### src/verilog/bfs_params.svh
// Purpose: timing counts and reset values for the buck fault sequencer
// Assumes: 100 MHz clock, 10 ns period
// Notes: all times round up to whole clock cycles
`ifndef BFS_PARAMS_SVH
`define BFS_PARAMS_SVH
`define BFS_CLK_PERIOD_NS 10
`define BFS_FAULT_QUAL_NS 7000
`define BFS_FAULT_QUAL_CYC \
    ((`BFS_FAULT_QUAL_NS + `BFS_CLK_PERIOD_NS - 1) / `BFS_CLK_PERIOD_NS)
`define BFS_PG_RISE_NS 20000
`define BFS_PG_RISE_CYC \
    ((`BFS_PG_RISE_NS + `BFS_CLK_PERIOD_NS - 1) / `BFS_CLK_PERIOD_NS)
`define BFS_BLANK_NS 150
`define BFS_BLANK_CYC \
    ((`BFS_BLANK_NS + `BFS_CLK_PERIOD_NS - 1) / `BFS_CLK_PERIOD_NS)
`define BFS_CNT_W 12
`define BFS_FAULT_RST 1'b0
`define BFS_POWER_GOOD_FLAG_RST 1'b0
`endif

### src/verilog/bfs_pkg.sv
// Purpose: shared types for the buck fault sequencer
// Assumes: one clock domain
// Notes: comparator flags travel as one packed struct
package bfs_pkg;
    // Comparator and supply flags, all from analog pins
    typedef struct packed {
        logic logic_supply_ok;
        logic logic_supply_dead;
        logic input_rail_ok;
        logic ch1_under;
        logic ch1_over;
        logic ch1_window_ok;
        logic ch2_under;
        logic ch2_over;
        logic ch2_window_ok;
    } bfs_sense_type;

    // Per-channel gate drive pair
    typedef struct packed {
        logic high_side_gate_drive;
        logic low_side_gate_drive;
    } bfs_gate_type;

    typedef enum logic [1:0] {
        BFS_OFF = 2'b00,
        BFS_RUN = 2'b01,
        BFS_FAULT = 2'b11
    } bfs_state_type;
endpackage

### src/verilog/bfs_sequencer.sv
// Purpose: fault, power-good and current-limit sequencing for two channels
// Assumes: analog comparators and pwm phase markers drive the inputs
// Notes: all pin inputs pass a two-flop synchroniser
// Functional notes
// - Logic supply below 4 V with chip-on high forces low drive, drops good, locks out.
// - Output out of window only drops power good, gates unaffected.
// - Fault assertion drives both low-side gates high at once.
// - Under or over voltage on either channel is a fault.
// - Output fault must persist 7 us before assertion.
// - Rail or supply loss faults; chip-on low does not.
// - Chip-on toggle with good supplies clears latched fault.
// - Logic supply dead then good with chip-on high clears fault.
// - Every recovery restarts soft-start.
// - Current trip during low conduction sets the overcurrent latch.
// - Set latch holds high drive low for the next cycle.
// - High drive resumes only after a cycle without trip.
// - Omitted pulse keeps low drive high through both off periods.
// - Latch clears at start of off period after omitted pulse.
// - Current sense blanked 150 ns after low drive rises.
// - Overcurrent enables soft-start discharge, released when it ends.
// - Good falls after 7 us out of window, rises 20 us after ok.
// - Chip-on low turns off both drives and good within 100 ns; during a latched fault the low drives stay high.
// - Input rail loss stops switching, later latches low drive high.
`timescale 1ns/100ps
`include "bfs_params.svh"
module bfs_sequencer (
    input wire logic clk,
    input wire logic reset,
    input wire logic chip_on,
    input wire bfs_pkg::bfs_sense_type sense,
    input wire logic [1:0] current_limit_sense,
    input wire logic [1:0] pwm_on_start,
    input wire logic [1:0] pwm_off_start,
    output bfs_pkg::bfs_gate_type [1:0] gate,
    output logic power_good_flag,
    output logic fault_latched,
    output logic supply_lockout,
    output logic soft_start_restart,
    output logic [1:0] soft_start_discharge
);
    import bfs_pkg::*;

    // Two-flop synchronisers; first stage feeds only the second
    localparam int SW = $bits(bfs_sense_type) + 7;
    logic [SW-1:0] sync1_ff;
    logic [SW-1:0] sync2_ff;
    always_ff @(posedge clk) begin
        if (reset) begin
            sync1_ff <= '0;
            sync2_ff <= '0;
        end else begin
            sync1_ff <= {chip_on, sense, current_limit_sense,
                pwm_on_start, pwm_off_start};
            sync2_ff <= sync1_ff;
        end
    end

    logic en_s;
    bfs_sense_type s;
    logic [1:0] current_limit_sense_s;
    logic [1:0] on_s;
    logic [1:0] off_s;
    assign {en_s, s, current_limit_sense_s, on_s, off_s} = sync2_ff;

    // Output window checks
    function automatic logic ch_fault(input logic under, input logic over);
        return under || over;
    endfunction

    logic out_fault_raw;
    logic out_fault_q;
    logic out_ok;
    logic out_bad_q;
    logic ok_q;
    assign out_fault_raw = ch_fault(s.ch1_under, s.ch1_over) ||
        ch_fault(s.ch2_under, s.ch2_over);
    assign out_ok = s.ch1_window_ok && s.ch2_window_ok;

    bfs_qual #(.COUNT(12'(`BFS_FAULT_QUAL_CYC))) u_fault_qual (
        .clk(clk),
        .reset(reset),
        .level(out_fault_raw && en_s),
        .qualified(out_fault_q)
    );
    bfs_qual #(.COUNT(12'(`BFS_FAULT_QUAL_CYC))) u_bad_qual (
        .clk(clk),
        .reset(reset),
        .level(!out_ok),
        .qualified(out_bad_q)
    );
    bfs_qual #(.COUNT(12'(`BFS_PG_RISE_CYC))) u_ok_qual (
        .clk(clk),
        .reset(reset),
        .level(out_ok),
        .qualified(ok_q)
    );

    // Separate run length of the raw fault, so the delay check is not
    // just the qualifier watching itself
    logic [`BFS_CNT_W-1:0] raw_run_ff;
    always_ff @(posedge clk) begin
        if (reset || !(out_fault_raw && en_s)) begin
            raw_run_ff <= '0;
        end else if (raw_run_ff != 12'hfff) begin
            raw_run_ff <= raw_run_ff + 12'h001;
        end
    end
    fault_delay_a: assert property (@(posedge clk) disable iff (reset)
        out_fault_q |-> raw_run_ff >= 12'(`BFS_FAULT_QUAL_CYC))
        else $error("fault asserted before the delay");

    // Top-level sequencer state
    bfs_state_type state_ff;
    logic en_d_ff;
    logic dead_seen_ff;
    logic supplies_ok;
    logic fault_trig;
    logic recover;
    assign supplies_ok = s.logic_supply_ok && s.input_rail_ok;
    // Supply or rail loss faults only while enabled
    assign fault_trig = out_fault_q ||
        (en_s && (!s.logic_supply_ok || !s.input_rail_ok));

    // Supply death memory for the second recovery path
    always_ff @(posedge clk) begin
        if (reset) begin
            dead_seen_ff <= 1'b0;
        end else if (state_ff != BFS_FAULT) begin
            dead_seen_ff <= 1'b0;
        end else if (s.logic_supply_dead) begin
            dead_seen_ff <= 1'b1;
        end
    end

    logic en_rise;
    assign en_rise = en_s && !en_d_ff;
    assign recover = (en_rise && supplies_ok) ||
        (dead_seen_ff && s.logic_supply_ok && en_s &&
        s.input_rail_ok);

    always_ff @(posedge clk) begin
        if (reset) begin
            en_d_ff <= 1'b0;
        end else begin
            en_d_ff <= en_s;
        end
    end

    // Sticky fault; recovery wins only with conditions gone
    always_ff @(posedge clk) begin
        if (reset) begin
            state_ff <= BFS_OFF;
        end else begin
            unique case (state_ff)
                BFS_OFF: begin
                    if (en_s && supplies_ok) begin
                        state_ff <= BFS_RUN;
                    end else if (en_s && !s.logic_supply_ok) begin
                        state_ff <= BFS_FAULT;
                    end
                end
                BFS_RUN: begin
                    if (fault_trig) begin
                        state_ff <= BFS_FAULT;
                    end else if (!en_s) begin
                        state_ff <= BFS_OFF;
                    end
                end
                BFS_FAULT: begin
                    if (recover) begin
                        state_ff <= BFS_RUN;
                    end
                end
                default: begin
                    state_ff <= BFS_OFF;
                end
            endcase
        end
    end

    logic in_fault;
    logic lockout_now;
    logic running;
    assign lockout_now = !s.logic_supply_ok && en_s;
    assign in_fault = (state_ff == BFS_FAULT) || lockout_now;
    assign running = (state_ff == BFS_RUN) && !lockout_now &&
        s.input_rail_ok;

    // Soft-start restart pulse on every entry to run
    always_ff @(posedge clk) begin
        if (reset) begin
            soft_start_restart <= 1'b0;
        end else begin
            soft_start_restart <= (state_ff != BFS_RUN) && running == 1'b0
                && ((state_ff == BFS_FAULT && recover) ||
                (state_ff == BFS_OFF && en_s && supplies_ok));
        end
    end

    // Power good: qualified window, cleared by chip-on or fault
    always_ff @(posedge clk) begin
        if (reset) begin
            power_good_flag <= `BFS_POWER_GOOD_FLAG_RST;
        end else if (!en_s || in_fault || out_bad_q) begin
            power_good_flag <= 1'b0;
        end else if (ok_q && running) begin
            power_good_flag <= 1'b1;
        end
    end

    always_ff @(posedge clk) begin
        if (reset) begin
            fault_latched <= `BFS_FAULT_RST;
            supply_lockout <= 1'b0;
        end else begin
            fault_latched <= in_fault;
            supply_lockout <= lockout_now;
        end
    end

    // Per-channel current limit and pulse skipping
    logic [1:0] ocl_ff;
    logic [1:0] skip_ff;
    logic [1:0] hi_ff;
    logic [1:0] lo_ff;
    logic [1:0] blank_done;
    logic [1:0] trip_ff;

    for (genvar c = 0; c < 2; c++) begin : g_ch
        // Blanking after low drive rises
        bfs_qual #(.COUNT(12'(`BFS_BLANK_CYC))) u_blank (
            .clk(clk),
            .reset(reset),
            .level(lo_ff[c] && running),
            .qualified(blank_done[c])
        );

        // Overcurrent latch; trip beats clear in the same cycle
        always_ff @(posedge clk) begin
            if (reset || !running) begin
                ocl_ff[c] <= 1'b0;
            end else if (blank_done[c] && current_limit_sense_s[c]) begin
                ocl_ff[c] <= 1'b1;
            end else if (off_s[c] && skip_ff[c]) begin
                ocl_ff[c] <= 1'b0;
            end
        end

        // Remember whether this on period is skipping
        always_ff @(posedge clk) begin
            if (reset || !running) begin
                skip_ff[c] <= 1'b0;
            end else if (on_s[c]) begin
                skip_ff[c] <= ocl_ff[c];
            end else if (off_s[c]) begin
                skip_ff[c] <= 1'b0;
            end
        end

        // Gate drive phase tracking
        always_ff @(posedge clk) begin
            if (reset) begin
                hi_ff[c] <= 1'b0;
                lo_ff[c] <= 1'b0;
            end else if (in_fault) begin
                hi_ff[c] <= 1'b0;
                lo_ff[c] <= 1'b1;
            end else if (!running) begin
                hi_ff[c] <= 1'b0;
                lo_ff[c] <= 1'b0;
            end else if (on_s[c]) begin
                hi_ff[c] <= !ocl_ff[c];
                lo_ff[c] <= ocl_ff[c];
            end else if (off_s[c]) begin
                hi_ff[c] <= 1'b0;
                lo_ff[c] <= 1'b1;
            end
        end

        // Soft-start discharge while overcurrent is active
        always_ff @(posedge clk) begin
            if (reset) begin
                trip_ff[c] <= 1'b0;
            end else begin
                trip_ff[c] <= running && (ocl_ff[c] || skip_ff[c]);
            end
        end

        assign gate[c].high_side_gate_drive = hi_ff[c];
        assign gate[c].low_side_gate_drive = lo_ff[c];
        assign soft_start_discharge[c] = trip_ff[c];
    end

    // Checks
    fault_low_drive_a: assert property (@(posedge clk) disable iff (reset)
        state_ff == BFS_FAULT |=> gate[0].low_side_gate_drive)
        else $error("low drive not high under fault");
    lockout_pg_a: assert property (@(posedge clk) disable iff (reset)
        supply_lockout |-> !power_good_flag)
        else $error("power good high during lockout");
    ocl_skip_a: assert property (@(posedge clk) disable iff (reset)
        running && on_s[0] && ocl_ff[0] && !in_fault
        |=> !gate[0].high_side_gate_drive)
        else $error("high drive not skipped");
    fault_sticky_a: assert property (@(posedge clk) disable iff (reset)
        state_ff == BFS_FAULT && !recover |=> state_ff == BFS_FAULT)
        else $error("fault cleared without recovery");
    chip_off_a: assert property (@(posedge clk) disable iff (reset)
        !en_s && !in_fault |-> ##[1:2] !gate[1].high_side_gate_drive
        && !power_good_flag)
        else $error("drives not off after chip off");
    sense_blank_a: assert property (@(posedge clk) disable iff (reset)
        $rose(lo_ff[0]) |-> !blank_done[0][*8])
        else $error("sense not blanked");
    pg_rise_a: assert property (@(posedge clk) disable iff (reset)
        $rose(power_good_flag) |-> $past(ok_q))
        else $error("power good rose early");
    soft_restart_a: assert property (@(posedge clk) disable iff (reset)
        state_ff == BFS_FAULT && recover |=> soft_start_restart)
        else $error("no soft-start after recovery");
    ss_discharge_a: assert property (@(posedge clk) disable iff (reset)
        running && ocl_ff[0] |=> soft_start_discharge[0])
        else $error("no discharge during overcurrent");
    // Overcurrent latch and skip checks on the channel the tests load
    ocl_set_a: assert property (@(posedge clk) disable iff (reset)
        running && blank_done[0] && current_limit_sense_s[0] |=> ocl_ff[0])
        else $error("trip did not set the latch");
    ocl_clear_a: assert property (@(posedge clk) disable iff (reset)
        running && off_s[0] && skip_ff[0] && !(blank_done[0] && current_limit_sense_s[0])
        |=> !ocl_ff[0])
        else $error("latch not cleared after skipped pulse");
    skip_low_a: assert property (@(posedge clk) disable iff (reset)
        running && on_s[0] && ocl_ff[0] |=> gate[0].low_side_gate_drive)
        else $error("low drive dropped in skipped pulse");
    // Rail loss stops the high drives; while running, gates move only on phase markers, never on the output window
    rail_stop_a: assert property (@(posedge clk) disable iff (reset)
        en_s && !s.input_rail_ok |=> !gate[0].high_side_gate_drive
        && !gate[1].high_side_gate_drive)
        else $error("switching on without input rail");
    window_gate_a: assert property (@(posedge clk) disable iff (reset)
        running && !on_s[0] && !off_s[0] |=> $stable(gate[0]))
        else $error("gate moved without phase marker");
    fault_cov_c: cover property (@(posedge clk) state_ff == BFS_FAULT);
    recover_cov_c: cover property (@(posedge clk)
        state_ff == BFS_FAULT ##1 state_ff == BFS_RUN);
    skip_cov_c: cover property (@(posedge clk) skip_ff[0]);
    lockout_cov_c: cover property (@(posedge clk) supply_lockout);
    pg_rise_cov_c: cover property (@(posedge clk) $rose(power_good_flag));
endmodule

### src/verilog/bfs_qual.sv
// Purpose: qualification timer, a level must hold a number of cycles
// Assumes: caller synchronises the input
// Notes: reloads whenever the level drops
`timescale 1ns/100ps
`include "bfs_params.svh"
module bfs_qual #(
    parameter logic [`BFS_CNT_W-1:0] COUNT = 12'h001
) (
    input wire logic clk,
    input wire logic reset,
    input wire logic level,
    output logic qualified
);
    logic [`BFS_CNT_W-1:0] cnt_ff;

    // Count up while level holds, reload on drop
    always_ff @(posedge clk) begin
        if (reset || !level) begin
            cnt_ff <= '0;
        end else if (cnt_ff != COUNT) begin
            cnt_ff <= cnt_ff + 12'h001;
        end
    end

    assign qualified = level && (cnt_ff == COUNT);
endmodule

### config.mk
export PLATFORM = sky130hd
export DESIGN_NAME = bfs_sequencer
export DESIGN_NICKNAME = d
export VERILOG_FILES = /design/src/verilog/bfs_pkg.sv /design/src/verilog/bfs_sequencer.sv /design/src/verilog/bfs_qual.sv
export VERILOG_INCLUDE_DIRS = /design/src /design/src/verilog
export SDC_FILE = /design/constraint.sdc
export NUM_CORES = 1
export LEC_CHECK = 0
export BUFFER_PORTS_ARGS = -buffer_cell sky130_fd_sc_hd__buf_2
export CAP_MARGIN = 20
export CORE_AREA = 2 2 89 91
export CTS_BUF_LIST = sky130_fd_sc_hd__clkbuf_8 sky130_fd_sc_hd__clkbuf_16
export DETAILED_ROUTE_END_ITERATION = 10
export DIE_AREA = 0 0 91 93
export PLACE_DENSITY = 0.84
export SLEW_MARGIN = 20
export SYNTH_ARGS = -nofsm -noshare
export SYNTH_HDL_FRONTEND = slang
export SYNTH_SLANG_ARGS = --single-unit
### constraint.sdc
create_clock -name clk -period 3.3 [get_ports clk]
set_clock_uncertainty 0.2 [all_clocks]
set_input_delay 0.33 -clock clk [delete_from_list [all_inputs] [get_ports clk]]
set_output_delay 0.33 -clock clk [all_outputs]
set_load 0.1 [all_outputs]
==> metrics.md <==
| Metric | Value |
|---|---|
| Number of antenna violations at the first check in global routing | `0` |
| Total global-route track usage | `19.7%` |
| Post-synthesis cell area | `4370 um2` |
| Final global-route overflow total | `0` |
| Pre-CTS setup slack | `1.41 ns` |
| Sequential cell area in the final layout | `2200 um2` |
| Internal power of the cells | `1.79 mW` |
| CP startpoint kind | `input port` |
| Most utilized layer in the global route result | `met2` |
| Clock tree from TritonCTS | `yes` |
| Leakage power of the design | `1.74 nW` |
| Max_cap viols | `0` |
| Crit. End Element | `flip-flop` |
| Vias in the first global route | `3227` |
| Multi-input logic area | `2060 um2` |
| Gate power share | `4.0%` |
| Post-DP HPWL | `5390 um` |
| Clock share of power | `36.0%` |
| Effective utilization at floorplan | `58.0%` |
| Cell count after synthesis | `478` |
| Worst Hold Class | `in -> reg` |
| Most common cell in the synthesized netlist | `sky130_fd_sc_hd__dfxtp_1` |
| Net switching power | `0.493 mW` |
| Detailed-route vias per instance | `5.34` |
| Number of storage elements in the synthesis netlist | `110` |
| Dominant synthesized flop cell | `sky130_fd_sc_hd__dfxtp_1` |
| Number of levels in the clock H-tree | `3` |
| Unrepaired setup endpoints after global routing | `false` |
| Setup Crit Path Kind | `in -> reg` |
| Ratio of cells with drive above 1 in the final layout | `9.52%` |
| Asr flop ratio synth | `0%` |
| Quantity of gates resized following cts | `0` |
| Maximum operating frequency | `486 MHz` |
| Chip width | `91 um` |
| Sequential cell fraction of total power | `60.0%` |
| Max-slew violation count | `0` |
| Standard-cell row count | `32` |
| Clock-pin transition on the worst setup and hold timing paths | `0.09 ns` |
| Normalized max-slew margin | `65.7%` |
| Number of nets produced by synthesis | `504` |
| Post CTS Setup Buffer Count | `0` |
| Most frequent cells after synthesis | `sky130_fd_sc_hd__dfxtp_1, sky130_fd_sc_hd__nor2_1, sky130_fd_sc_hd__nor2b_1` |
| Via count | `3351` |
| Total Neg Setup Slack | `0 ns` |
| Yosys cell types | `43` |
| Fillers | `596` |
| Proportion of total power due to net switching | `21.6%` |
| Met1 track utilization from global routing | `24.7%` |
| Outcome | `complete, no violations` |
| Number of buffers on the longest clock path | `2` |
| Pin count of the biggest net entering global routing | `41` |
| Synth Area per Inst | `9.14 um2` |
| Number of synthesized flops with an enable pin | `0` |
| Worst Path Max Fanout | `8` |
| Diodes inserted | `0` |
| Pwr per Cell Area | `460 nW/um2` |
| Violation count after the first detailed-route iteration | `160` |
| Clock sink count | `110` |
| Insertion delay to the later sink of the worst-skew pair | `0.36 ns` |
| Final critical-path share of the clock period | `62.3%` |
| Post-route minimum period | `2.06 ns` |
| Hold Vio Cnt, Final | `0` |
| Root Buffer Master | `sky130_fd_sc_hd__clkbuf_8` |
| Global-route wire length before repair | `13800 um` |
| Number of warning messages in the yosys log | `0` |
| Number of primary I/O pins | `28` |
| Met2 usage | `33.4%` |
| Largest area contributor in the netlist | `sky130_fd_sc_hd__dfxtp_1` |
| First-pass iteration count of the detailed router | `4` |
| Worst Max-Slew Pin Slew | `0.511 ns` |
| Port buffer count | `27` |
| Routed wire per std cell | `12.6 um` |
| Die Outline Area | `8460 um2` |
| Total Wirelength | `7910 um` |
| Final estimated routing congestion in global placement | `0.860` |
| DRC violation count after routing | `0` |
| Net count reported at finish | `546` |
| Area share of the leading cell type in the synthesized netlist | `50.4%` |
| Post-synthesis sequential area ratio | `50.4%` |
| Data required time of the critical path | `3.41 ns` |
| Syn-to-layout area delta | `13.4%` |
| Die Y-Extent | `93 um` |
| Core area | `7530 um2` |
| GR Layer Usage met3 | `4.67%` |
| Setup violation total in the final timing report | `0` |
| Worst supply voltage drop on vdd | `0.425 mV` |
| Final worst setup slack | `1.24 ns` |
| Remaining antenna violation count after routing | `0` |
| WP data arrival | `2.16 ns` |
| Largest cells by area after synthesis | `sky130_fd_sc_hd__dfxtp_1, sky130_fd_sc_hd__nor2_1, sky130_fd_sc_hd__xnor2_1` |
| TritonCTS Buffers | `9` |
## path summary, 6_finish.rpt
path / startpoint / end / slack, ns / cells after the start
setup / recovery: reset / u_fault_qual.cnt_ff[5]$_SDFFE_PP0N_ / 1.24 / 6
hold / removal: chip_on / sync1_ff[15]$_SDFF_PP0_ / 0.02 / 2
setup reg to reg: u_bad_qual.cnt_ff[0]$_SDFFE_PP0N_ / u_bad_qual.cnt_ff[1]$_SDFFE_PP0N_ / 1.37 / 6
hold reg to reg: sync1_ff[11]$_SDFF_PP0_ / sync2_ff[11]$_SDFF_PP0_ / 0.24 / 1
## metal layers
layer  up-vias  wire (um)
met1      1565       3720
met5         -          0
met4         0        109
met2        61       3830
met3        10        250
li1       1715          -
## cells by family (layout without fill, tap and decap cells)
family	Yosys count	after routing	share of synthesized area (%)
xor gates and xnor gates	39	39	7.82
muxes	5	5	1.15
adders and majority gates	8	8	2.29
DFF	110	110	50.4
and+or+nand+nor	243	243	29.7
AOI/OAI and AO/OA	45	45	6.07
buffers and inverters	28	75	2.49
## timing repair
action | in CTS | in global routing
endpoints found under the hold margin | 16 | 0
setup endpoints to repair | 0 | 0
hold buffers | 15 | 0
## registers in the layout (all words and copies together) (netlist names), 2 cells and up
register / flops
u_fault_qual.cnt_ff: 12
gate: 4
state_ff: 2
soft_start_discharge: 2
u_bad_qual.cnt_ff: 12
u_ok_qual.cnt_ff: 12
sync2_ff: 16
ocl_ff: 2
sync1_ff: 16
skip_ff: 2
g_ch.u_blank.cnt_ff: 24
## power groups by stage
stage | clock, mW | sequential [mW] | combinational, mW
after global routing | 0.893 | 1.37 | 0.0993
after global placement | 0 | 1.40 | 0.0725
after floorplan | 0 | 1.40 | 0.0453
after detailed placement | 0 | 1.40 | 0.0749
after CTS | 0.836 | 1.37 | 0.0897
final | 0.822 | 1.37 | 0.0903
## worst max-delay path: stages
cell and delay [ns]:
sky130_fd_sc_hd__dlygate4sd3_1 0.52, sky130_fd_sc_hd__buf_2 0.15, sky130_fd_sc_hd__nand2b_4 0.16, sky130_fd_sc_hd__or2_0 0.35
sky130_fd_sc_hd__or4_1 0.56, sky130_fd_sc_hd__nand2_1 0.08
## cell type report
class	count	area share, %
Clock buffer	11	3.06
Clock inverter	5	1.19
Inverter	15	1.14
Multi-Input combinational cell	340	41.5
Sequential cell	110	44.5
Tap cell	102	2.58
Timing Repair Buffer	44	6.06
## per-stage QoR
stage	instances	cell area (um2)	util (%)	power (mW)	hold slack [ns]
6_report	627	4950	65.8	2.28	0.0188
5_1_grt	627	4950	65.8	2.36	0.0267
4_1_cts	627	4950	65.8	2.29	0.00567
3_5_place_dp	596	4590	61.0	1.47	0.222
3_3_place_gp	596	4590	61.0	1.47	0.221
2_1_floorplan	478	4370	-	1.45	0.214
## cells in the final DEF (no fill, tap or decap), types with 3 or more instances in the layout
cell                            instances
sky130_fd_sc_hd__or3_1                  8
sky130_fd_sc_hd__dlygate4sd3_1         15
sky130_fd_sc_hd__nor3b_1                3
sky130_fd_sc_hd__nand2b_1               8
sky130_fd_sc_hd__mux2i_1                5
sky130_fd_sc_hd__ha_1                   8
sky130_fd_sc_hd__nand3_1               19
sky130_fd_sc_hd__and4_1                 3
sky130_fd_sc_hd__buf_2                 27
sky130_fd_sc_hd__inv_1                 16
sky130_fd_sc_hd__o21ai_0                8
sky130_fd_sc_hd__nor2b_1               32
sky130_fd_sc_hd__nor3_1                16
sky130_fd_sc_hd__and3_1                 8
sky130_fd_sc_hd__a21oi_1               19
sky130_fd_sc_hd__clkbuf_8              11
sky130_fd_sc_hd__dfxtp_1              110
sky130_fd_sc_hd__xnor2_1               24
sky130_fd_sc_hd__xor2_1                15
sky130_fd_sc_hd__and2_1                 3
sky130_fd_sc_hd__nor2_1                66
sky130_fd_sc_hd__nor4_1                10
sky130_fd_sc_hd__o211ai_1               3
sky130_fd_sc_hd__nand4_1               20
sky130_fd_sc_hd__a31oi_1                6
sky130_fd_sc_hd__nand2_1               31
Note: power is estimated with default switching activity, not from simulation.
